<file path="src/design/ptw_pkg.sv">
// Package for the periodic tick and watchdog timer
package ptw_pkg;
   // Bus map: register index 0x0D8 as printed, byte address four times it
   localparam logic [11:0] PTW_CTRL_INDEX  = 12'h0D8;
   localparam logic [13:0] PTW_CTRL_ADDR   = {PTW_CTRL_INDEX, 2'b00};
   localparam logic [13:0] PTW_IRQ_STATUS_ADDR = 14'h0400;
   localparam logic [13:0] PTW_IRQ_MASK_ADDR   = 14'h0404;
   localparam logic [13:0] PTW_TICK_IE_ADDR    = 14'h0408;
   localparam logic [13:0] PTW_HALT_ADDR       = 14'h040C;
   // Control field positions
   localparam int PTW_BIT_TICK_CLEAR = 7;
   localparam int PTW_BIT_TSEL_HI    = 5;
   localparam int PTW_BIT_TSEL_LO    = 4;
   localparam int PTW_BIT_WDOG_CLEAR = 3;
   localparam int PTW_BIT_WDOG_EN    = 2;
   localparam int PTW_BIT_WSEL_HI    = 1;
   localparam int PTW_BIT_WSEL_LO    = 0;
   localparam logic [7:0] PTW_CTRL_RESET = 8'h00;
   // Interrupt status bits
   localparam int PTW_EV_TICK = 0;
   localparam int PTW_EV_WDOG = 1;
   localparam int PTW_EV_W    = 2;
   // Timing
   localparam int PTW_PRESCALE_BITS = 6;
   localparam int PTW_TICK_BITS     = 9;
   localparam int PTW_WDOG_BITS     = 11;
   localparam int PTW_TICK_TAP0     = 5;
   localparam int PTW_WDOG_TAP0     = 7;
   localparam int PTW_SYS_CLK_MHZ   = 250;
   localparam int PTW_SLOW_CLK_HZ   = 32768;
   localparam int PTW_SYSRST_NS     = 1000;
   localparam int PTW_SYSRST_CYCLES = (PTW_SYSRST_NS * PTW_SYS_CLK_MHZ) / 1000;
   localparam int PTW_PULSE_BITS    = 8;

   typedef struct packed {
      logic [1:0] tick_period_select;
      logic       wdog_reset_enable;
      logic [1:0] wdog_period_select;
   } ptw_ctrl_type;
endpackage

</file>
<file path="src/design/ptw_timer.sv">
// Periodic tick counter and watchdog with a shared prescaler
// What this block does
// - Prescaler, watchdog and tick counters count up and are zero after reset.
// - The prescaler runs at a fixed division, feeds both counters and only the global reset clears it.
// - The prescaler divides the 32,768 Hz input by 64 for a tick of about 1.953 ms.
// - With the watchdog reset enabled, a fall of the selected watchdog tap issues a system reset.
// - Watchdog enable and period select accept only the first write after each system reset.
// - Writing 1 to control bit 3 clears the watchdog counter.
// - A fall of the selected tick tap raises the tick interrupt when the tick interrupt enable is set.
// - Writing 1 to control bit 7 clears the tick counter.
// - No counter value can be read by software.
// - While halt is high the slow clock to the prescaler is gated so nothing advances.
// - Tick select 00/01/10/11 gives periods of 4,096/8,192/16,384/32,768 slow cycles.
// - Watchdog select 00/01/10/11 gives timeouts of 16,384/32,768/65,536/131,072 slow cycles.
// - Control bit 2 enables the watchdog reset and is zero after reset.
//
// Implementation choice: the Wishbone interface to the registers.
`timescale 1ns/1ps
module ptw_timer
   import ptw_pkg::*;
#(
   parameter int SYSRST_CYCLES = PTW_SYSRST_CYCLES
)(
   // Clock and reset
   input  wire logic        sys_clk,
   input  wire logic        reset_n,
   // Slow time base and halt, both from outside the clock domain
   input  wire logic        slow_clk,
   input  wire logic        halt,
   // Wishbone slave
   input  wire logic        wb_cyc_i,
   input  wire logic        wb_stb_i,
   input  wire logic        wb_we_i,
   input  wire logic [13:0] wb_adr_i,
   input  wire logic [3:0]  wb_sel_i,
   input  wire logic [31:0] wb_dat_i,
   output logic      [31:0] wb_dat_o,
   output logic             wb_ack_o,
   // Events
   output logic             irq,
   output logic             tick_irq,
   output logic             sys_reset_req
);
   logic                         slow_s;
   logic                         slow_q;
   logic                         halt_s;
   logic                         slow_edge;
   logic [PTW_PRESCALE_BITS-1:0] prescale;
   logic                         pre_tick;
   logic [PTW_TICK_BITS-1:0]     tick_count;
   logic [PTW_WDOG_BITS-1:0]     wdog_count;
   logic                         wr_any;
   logic                         tick_fall;
   logic                         wdog_fall;
   ptw_ctrl_type                 ctrl;
   logic                         ctrl_locked;
   logic                         tick_irq_enable;
   logic                         halt_reg;
   logic [1:0]                   irq_status;
   logic [1:0]                   irq_mask;
   logic [1:0]                   next_irq_status;
   logic [PTW_PULSE_BITS-1:0]    rst_pulse;
   logic                         wb_req;
   logic                         wr_ctrl;
   logic                         rd_status;
   logic                         lane0;

   // Both pins pass two flops before any logic reads them
   ptw_sync #(
      .RESET_VALUE (1'b0)
   ) slow_sync_i (
      .sys_clk  (sys_clk),
      .reset_n  (reset_n),
      .pin      (slow_clk),
      .pin_sync (slow_s)
   );

   ptw_sync #(
      .RESET_VALUE (1'b0)
   ) halt_sync_i (
      .sys_clk  (sys_clk),
      .reset_n  (reset_n),
      .pin      (halt),
      .pin_sync (halt_s)
   );

   // Third flop only for the rising-edge test
   always_ff @(posedge sys_clk or negedge reset_n)
   begin
      if (!reset_n)
         slow_q <= 1'b0;
      else
         slow_q <= slow_s;
   end

   // Halt pin or software halt bit gates the slow clock
   assign slow_edge = slow_s & ~slow_q & ~halt_s & ~halt_reg;

   // Free prescaler, no software clear
   always_ff @(posedge sys_clk or negedge reset_n)
   begin
      if (!reset_n)
         prescale <= '0;
      else if (slow_edge)
         prescale <= prescale + 1'b1;
   end

   assign pre_tick = slow_edge & (&prescale);

   // Tick counter with clear
   always_ff @(posedge sys_clk or negedge reset_n)
   begin
      if (!reset_n)
         tick_count <= '0;
      else if (wr_ctrl && wb_dat_i[PTW_BIT_TICK_CLEAR])
         tick_count <= '0;
      else if (pre_tick)
         tick_count <= tick_count + 1'b1;
   end

   // Watchdog counter with clear
   always_ff @(posedge sys_clk or negedge reset_n)
   begin
      if (!reset_n)
         wdog_count <= '0;
      else if (wr_ctrl && wb_dat_i[PTW_BIT_WDOG_CLEAR])
         wdog_count <= '0;
      else if (pre_tick)
         wdog_count <= wdog_count + 1'b1;
   end

   // 4,096 slow cycles is prescaler 64 times tick bit 5
   ptw_tap_fall #(
      .COUNT_BITS (PTW_TICK_BITS),
      .TAP0       (PTW_TICK_TAP0)
   ) tick_tap_i (
      .sys_clk (sys_clk),
      .reset_n (reset_n),
      .count   (tick_count),
      .select  (ctrl.tick_period_select),
      .fall    (tick_fall)
   );

   ptw_tap_fall #(
      .COUNT_BITS (PTW_WDOG_BITS),
      .TAP0       (PTW_WDOG_TAP0)
   ) wdog_tap_i (
      .sys_clk (sys_clk),
      .reset_n (reset_n),
      .count   (wdog_count),
      .select  (ctrl.wdog_period_select),
      .fall    (wdog_fall)
   );

   // Bus decode
   assign wb_req  = wb_cyc_i & wb_stb_i & ~wb_ack_o;
   assign lane0   = wb_sel_i[0];
   assign wr_ctrl = wb_req & wb_we_i & lane0 & (wb_adr_i == PTW_CTRL_ADDR);
   assign rd_status = wb_req & ~wb_we_i & (wb_adr_i == PTW_IRQ_STATUS_ADDR);
   assign wr_any    = wb_req & wb_we_i & lane0;

   // Control register; watchdog fields lock after the first write
   always_ff @(posedge sys_clk or negedge reset_n)
   begin
      if (!reset_n)
      begin
         ctrl        <= '0;
         ctrl_locked <= 1'b0;
      end
      else if (wr_ctrl)
      begin
         ctrl.tick_period_select <= wb_dat_i[PTW_BIT_TSEL_HI:PTW_BIT_TSEL_LO];
         if (!ctrl_locked)
         begin
            ctrl.wdog_reset_enable  <= wb_dat_i[PTW_BIT_WDOG_EN];
            ctrl.wdog_period_select <= wb_dat_i[PTW_BIT_WSEL_HI:PTW_BIT_WSEL_LO];
            ctrl_locked             <= 1'b1;
         end
      end
   end

   // Tick interrupt enable, stand-in for the outer enable register
   always_ff @(posedge sys_clk or negedge reset_n)
   begin
      if (!reset_n)
         tick_irq_enable <= 1'b0;
      else if (wr_any && (wb_adr_i == PTW_TICK_IE_ADDR))
         tick_irq_enable <= wb_dat_i[0];
   end

   // Interrupt mask, same layout as status
   always_ff @(posedge sys_clk or negedge reset_n)
   begin
      if (!reset_n)
         irq_mask <= 2'h0;
      else if (wr_any && (wb_adr_i == PTW_IRQ_MASK_ADDR))
         irq_mask <= wb_dat_i[1:0];
   end

   // Software halt, ORed with the pin
   always_ff @(posedge sys_clk or negedge reset_n)
   begin
      if (!reset_n)
         halt_reg <= 1'b0;
      else if (wr_any && (wb_adr_i == PTW_HALT_ADDR))
         halt_reg <= wb_dat_i[0];
   end

   // Sticky status, cleared by read; a new event wins over the clear
   always_comb
   begin
      next_irq_status = rd_status ? 2'h0 : irq_status;
      if (tick_fall && tick_irq_enable)
         next_irq_status[PTW_EV_TICK] = 1'b1;
      if (wdog_fall && ctrl.wdog_reset_enable)
         next_irq_status[PTW_EV_WDOG] = 1'b1;
   end

   always_ff @(posedge sys_clk or negedge reset_n)
   begin
      if (!reset_n)
      begin
         irq_status <= 2'h0;
         irq        <= 1'b0;
      end
      else
      begin
         irq_status <= next_irq_status;
         irq        <= |(next_irq_status & irq_mask);
      end
   end

   // Tick pulse, one cycle per tap fall while the tick interrupt enable is set
   always_ff @(posedge sys_clk or negedge reset_n)
   begin
      if (!reset_n)
         tick_irq <= 1'b0;
      else
         tick_irq <= tick_fall & tick_irq_enable;
   end

   // System reset pulse; the host reset network returns reset_n to us
   always_ff @(posedge sys_clk or negedge reset_n)
   begin
      if (!reset_n)
      begin
         rst_pulse     <= '0;
         sys_reset_req <= 1'b0;
      end
      else
      begin
         if (wdog_fall && ctrl.wdog_reset_enable)
            rst_pulse <= PTW_PULSE_BITS'(SYSRST_CYCLES);
         else if (rst_pulse != '0)
            rst_pulse <= rst_pulse - 1'b1;
         sys_reset_req <= (wdog_fall && ctrl.wdog_reset_enable) || (rst_pulse > 1);
      end
   end

   // Read path, one-cycle ack; counters not visible
   always_ff @(posedge sys_clk or negedge reset_n)
   begin
      if (!reset_n)
      begin
         wb_ack_o <= 1'b0;
         wb_dat_o <= 32'h0;
      end
      else
      begin
         wb_ack_o <= wb_req;
         wb_dat_o <= 32'h0;
         if (wb_req && !wb_we_i)
         begin
            case (wb_adr_i)
               PTW_CTRL_ADDR:
                  wb_dat_o <= 32'({2'b00, ctrl.tick_period_select, 1'b0, ctrl.wdog_reset_enable,
                                   ctrl.wdog_period_select});
               PTW_IRQ_STATUS_ADDR: wb_dat_o <= 32'(irq_status);
               PTW_IRQ_MASK_ADDR:   wb_dat_o <= 32'(irq_mask);
               PTW_TICK_IE_ADDR:    wb_dat_o <= 32'(tick_irq_enable);
               PTW_HALT_ADDR:       wb_dat_o <= 32'(halt_reg);
               default:             wb_dat_o <= 32'h0;
            endcase
         end
      end
   end
endmodule

// Tap selection and fall detection, one per counter
module ptw_tap_fall
   import ptw_pkg::*;
#(
   parameter int COUNT_BITS = PTW_TICK_BITS,
   parameter int TAP0       = PTW_TICK_TAP0
)(
   // Clock and reset
   input  wire logic                  sys_clk,
   input  wire logic                  reset_n,
   // Counter and tap choice
   input  wire logic [COUNT_BITS-1:0] count,
   input  wire logic [1:0]            select,
   // Result
   output logic                       fall
);
   logic tap;
   logic tap_q;

   // Each select step doubles the period by moving one bit up
   assign tap = count[TAP0 + 32'(select)];

   // History follows the selection, so a select change alone may fire
   always_ff @(posedge sys_clk or negedge reset_n)
   begin
      if (!reset_n)
         tap_q <= 1'b0;
      else
         tap_q <= tap;
   end

   assign fall = tap_q & ~tap;
endmodule

// Two-flop synchroniser for one asynchronous pin
module ptw_sync
#(
   parameter logic RESET_VALUE = 1'b0
)(
   // Clock and reset
   input  wire logic sys_clk,
   input  wire logic reset_n,
   // Pin and its synchronised copy
   input  wire logic pin,
   output logic      pin_sync
);
   logic meta;

   // Nothing but the second flop reads the first
   always_ff @(posedge sys_clk or negedge reset_n)
   begin
      if (!reset_n)
      begin
         meta     <= RESET_VALUE;
         pin_sync <= RESET_VALUE;
      end
      else
      begin
         meta     <= pin;
         pin_sync <= meta;
      end
   end
endmodule

</file>
<file path="config.mk">
export PLATFORM = sky130hd
export DESIGN_NAME = ptw_timer
export DESIGN_NICKNAME = d
export VERILOG_FILES = /design/src/design/ptw_pkg.sv /design/src/design/ptw_timer.sv
export SDC_FILE = /design/constraint.sdc
export NUM_CORES = 1
export LEC_CHECK = 0
export ABC_AREA = 1
export BUFFER_PORTS_ARGS = -buffer_cell sky130_fd_sc_hd__buf_4
export CAP_MARGIN = 20
export CORE_ASPECT_RATIO = 0.6
export CORE_MARGIN = 2
export CORE_UTILIZATION = 53
export CTS_CLUSTER_SIZE = 12
export DETAILED_ROUTE_END_ITERATION = 8
export GPL_TIMING_DRIVEN = 1
export PLACE_DENSITY = 0.89
export SLEW_MARGIN = 10
export SYNTH_ARGS = -nofsm -noshare
export SYNTH_HDL_FRONTEND = slang
export SYNTH_HIERARCHICAL = 1
export SYNTH_SLANG_ARGS = --single-unit
</file>
<file path="constraint.sdc">
create_clock -name sys_clk -period 2.2 [get_ports sys_clk]
set_input_delay 0.44 -clock sys_clk [delete_from_list [all_inputs] [get_ports sys_clk]]
set_output_delay 0.44 -clock sys_clk [all_outputs]
set_load 0.005 [all_outputs]
</file>
==> run summary <==
Die W -> 110.1 um
Mapped Area -> 3580 um2
Non-Filler Instances -> 567
Vias in the first global route -> 2753
EDFF count, synth -> 0
Max rail drop VDD -> 0.5351 mV
CTS HTree Levels -> 3
Worst-path clk slew -> 50 ps
Global-route wire length before repair -> 12330 um
Hold Buf Count CTS -> 0
Crit Path Category -> reg -> reg
Main synth FF type -> dfrtp_1
Status -> completed
Worst-margin pin slew -> 783.4 ps
R2R setup slack -> 60 ps
Finish-stage setup viols -> 0
Hold WC Path Type -> in -> async
CP arrival -> 2380 ps
Setup TNS -> 0 ps
#FFs+latches synth -> 62
P_leak -> 0.002212 uW
Port bufs -> 37
Die H -> 67.66 um
Post-Syn Area per Cell -> 8.267 um2
Dpl cell area -> 3811 um2
Remaining antenna violation count -> 0
Initial antenna violation count -> 0
ANT cells -> 0
Routed len/inst -> 13.59 um
Drt pass-1 iters -> 5
NumNets Final -> 540
Yosys synthesis warning count -> 6
Pwr dens -> 737.6 nW/um2
Grt ovf -> 0
Vias per inst -> 5.212
Biggest regs -> wdog_count: 11 flops, tick_count: 9 flops, rst_pulse: 8 flops
Max-cap check violation count -> 0
Slew Limit Fails -> 0
Worst r2r path cells -> 11
Die area -> 7449 um2
Area of the multi-input gates -> 1638 um2
Maximum clock path buffer count -> 2
Reg area -> 1551 um2
Final Cycle Share -> 0.9720
Max Clock Skew -> 6.700 ps
Peak Freq -> 0.4676 GHz
Core ar. -> 6619 um2
Post-route cell area -> 4161 um2
Setup bufs post-CTS -> 0
Slew Limit Headroom -> 0.4777
Max reg flops -> 11
Clock root buffer -> clkbuf_16
Asr flop ratio synth -> 1.000
Final hold slack -> 170.1 ps
Seq/Total Area, Yosys -> 0.4334
Layout area overhead -> 16.25%
# IOs -> 93
Crit end category -> flop
CTS tree -> yes
Initial Utilization -> 0.5408
Layout fillers -> 533
Clk sinks -> 62
Commonest non-fill, non-tap cell in the layout -> nand2_1
DRC violations left -> 0
Final GP Congestion -> 0.8750
Post-route minimum period -> 2138 ps
RSZ-0062 raised after global routing -> no
Largest net degree at the start of global routing -> 63
CP Launch Type -> flop
Final hold viol count -> 0
GRT Overall Usage -> 0.2187
Cts bufs inserted -> 9
Share of cells above drive strength 1 -> 0.1583
Most frequent cells in the layout -> nand2_1, dfrtp_1, nand3_1
Top reg by flops -> wdog_count
PostCTS Resize Cnt -> 0
Placed cell count -> 551
Placement row count -> 23
Maximum fanout along the worst path -> 10
Initial DRC count -> 227
DP HPWL -> 5291 um
Routed vias -> 2955
Final wirelength -> 7704 um
Distinct cells, synth -> 41
Clk_lat worst skew -> 340 ps
Worst Path Required -> 2440 ps
Tot Pwr -> 3070 uW
Synth Instances -> 433
-- layout make-up --
class	count	area share
Timing Repair Buffer	39	0.07035
Tap cell	87	0.02616
Clock inverter	3	0.02165
Inverter	58	0.05292
Clock buffer	13	0.06254
Multi-Input combinational cell	305	0.3936
Sequential cell	62	0.3728
-- cell usage after synthesis, types with 2 or more instances --
cell type	instances	area share
a21oi_1	3	0.0042
buf_4	29	0.061
buf_6	4	0.013
dfrtp_1	62	0.43
ha_1	8	0.028
inv_1	54	0.057
inv_2	3	0.0031
nand2_1	94	0.099
nand2_4	2	0.0063
nand3_1	58	0.081
nand3b_1	6	0.013
nand4_1	14	0.024
nor2_1	29	0.030
nor2_2	4	0.0070
nor2_4	5	0.016
nor3_1	2	0.0028
o211ai_1	4	0.0084
o21ai_0	12	0.017
o21ai_1	4	0.0056
xnor2_1	4	0.0098
xor2_1	12	0.029
-- through the flow --
stage            util  setup WS, ps
6_report       0.6287         61.52
5_1_grt        0.6287         1.193
4_1_cts        0.6287         97.04
3_5_place_dp   0.5758         106.1
3_3_place_gp   0.5758         323.5
2_1_floorplan       -         578.5
-- logic make-up (layout without fill, tap and decap cells) --
group,count (synthesis),in the layout,share of synthesized area
adder cells (fa/ha/maj),8,8,0.02796
AND/OR/NAND/NOR,226,226,0.3167
other,1,27,0.001048
AO/OA/AOI/OAI,28,28,0.04544
XOR/XNOR,16,16,0.03915
flip-flops,62,62,0.4334
buffers and inverters,92,113,0.1363
-- path summary, 6_finish.rpt --
kind                                       start                   end
max in group asynchronous                reset_n           prescale[5]
worst min-delay path                     reset_n      halt_sync_i/meta
worst max-delay path                     ctrl[0]          rst_pulse[2]
worst max register to register           ctrl[0]          rst_pulse[2]
worst min register to register  slow_sync_i/meta  slow_sync_i/pin_sync
min in group sys_clk                        halt      halt_sync_i/meta
-- power breakdown --
part | total (uW) | internal (uW) | switching, uW
clock | 1670 | 1170 | 500
sequential | 1230 | 1180 | 40.7
combinational | 175 | 74.3 | 101
total | 3070 | 2430 | 642
-- critical path, stage by stage, from the launching register on --
cell and delay [ps]:
dfrtp_1 430, inv_1 100, ha_1 320, inv_1 110, nand3_1 100, nand2_1 100, inv_1 40, nand2_1 60
a21oi_1 70, nand2_1 310, o21ai_0 160, a211oi_1 240
-- per-layer routing --
| metal | vias to the layer above | wire length (um) | GRT usage |
|---|---|---|---|
| met2 | 117 | 3647 | 0.3566 |
| met4 | 0 | 115 | 0.07656 |
| met5 | - | 0 | 0 |
| li1 | 1431 | - | - |
| met1 | 1391 | 3361 | 0.2782 |
| met3 | 16 | 579 | 0.06757 |
No activity file was read; power rests on OpenSTA's default activity.
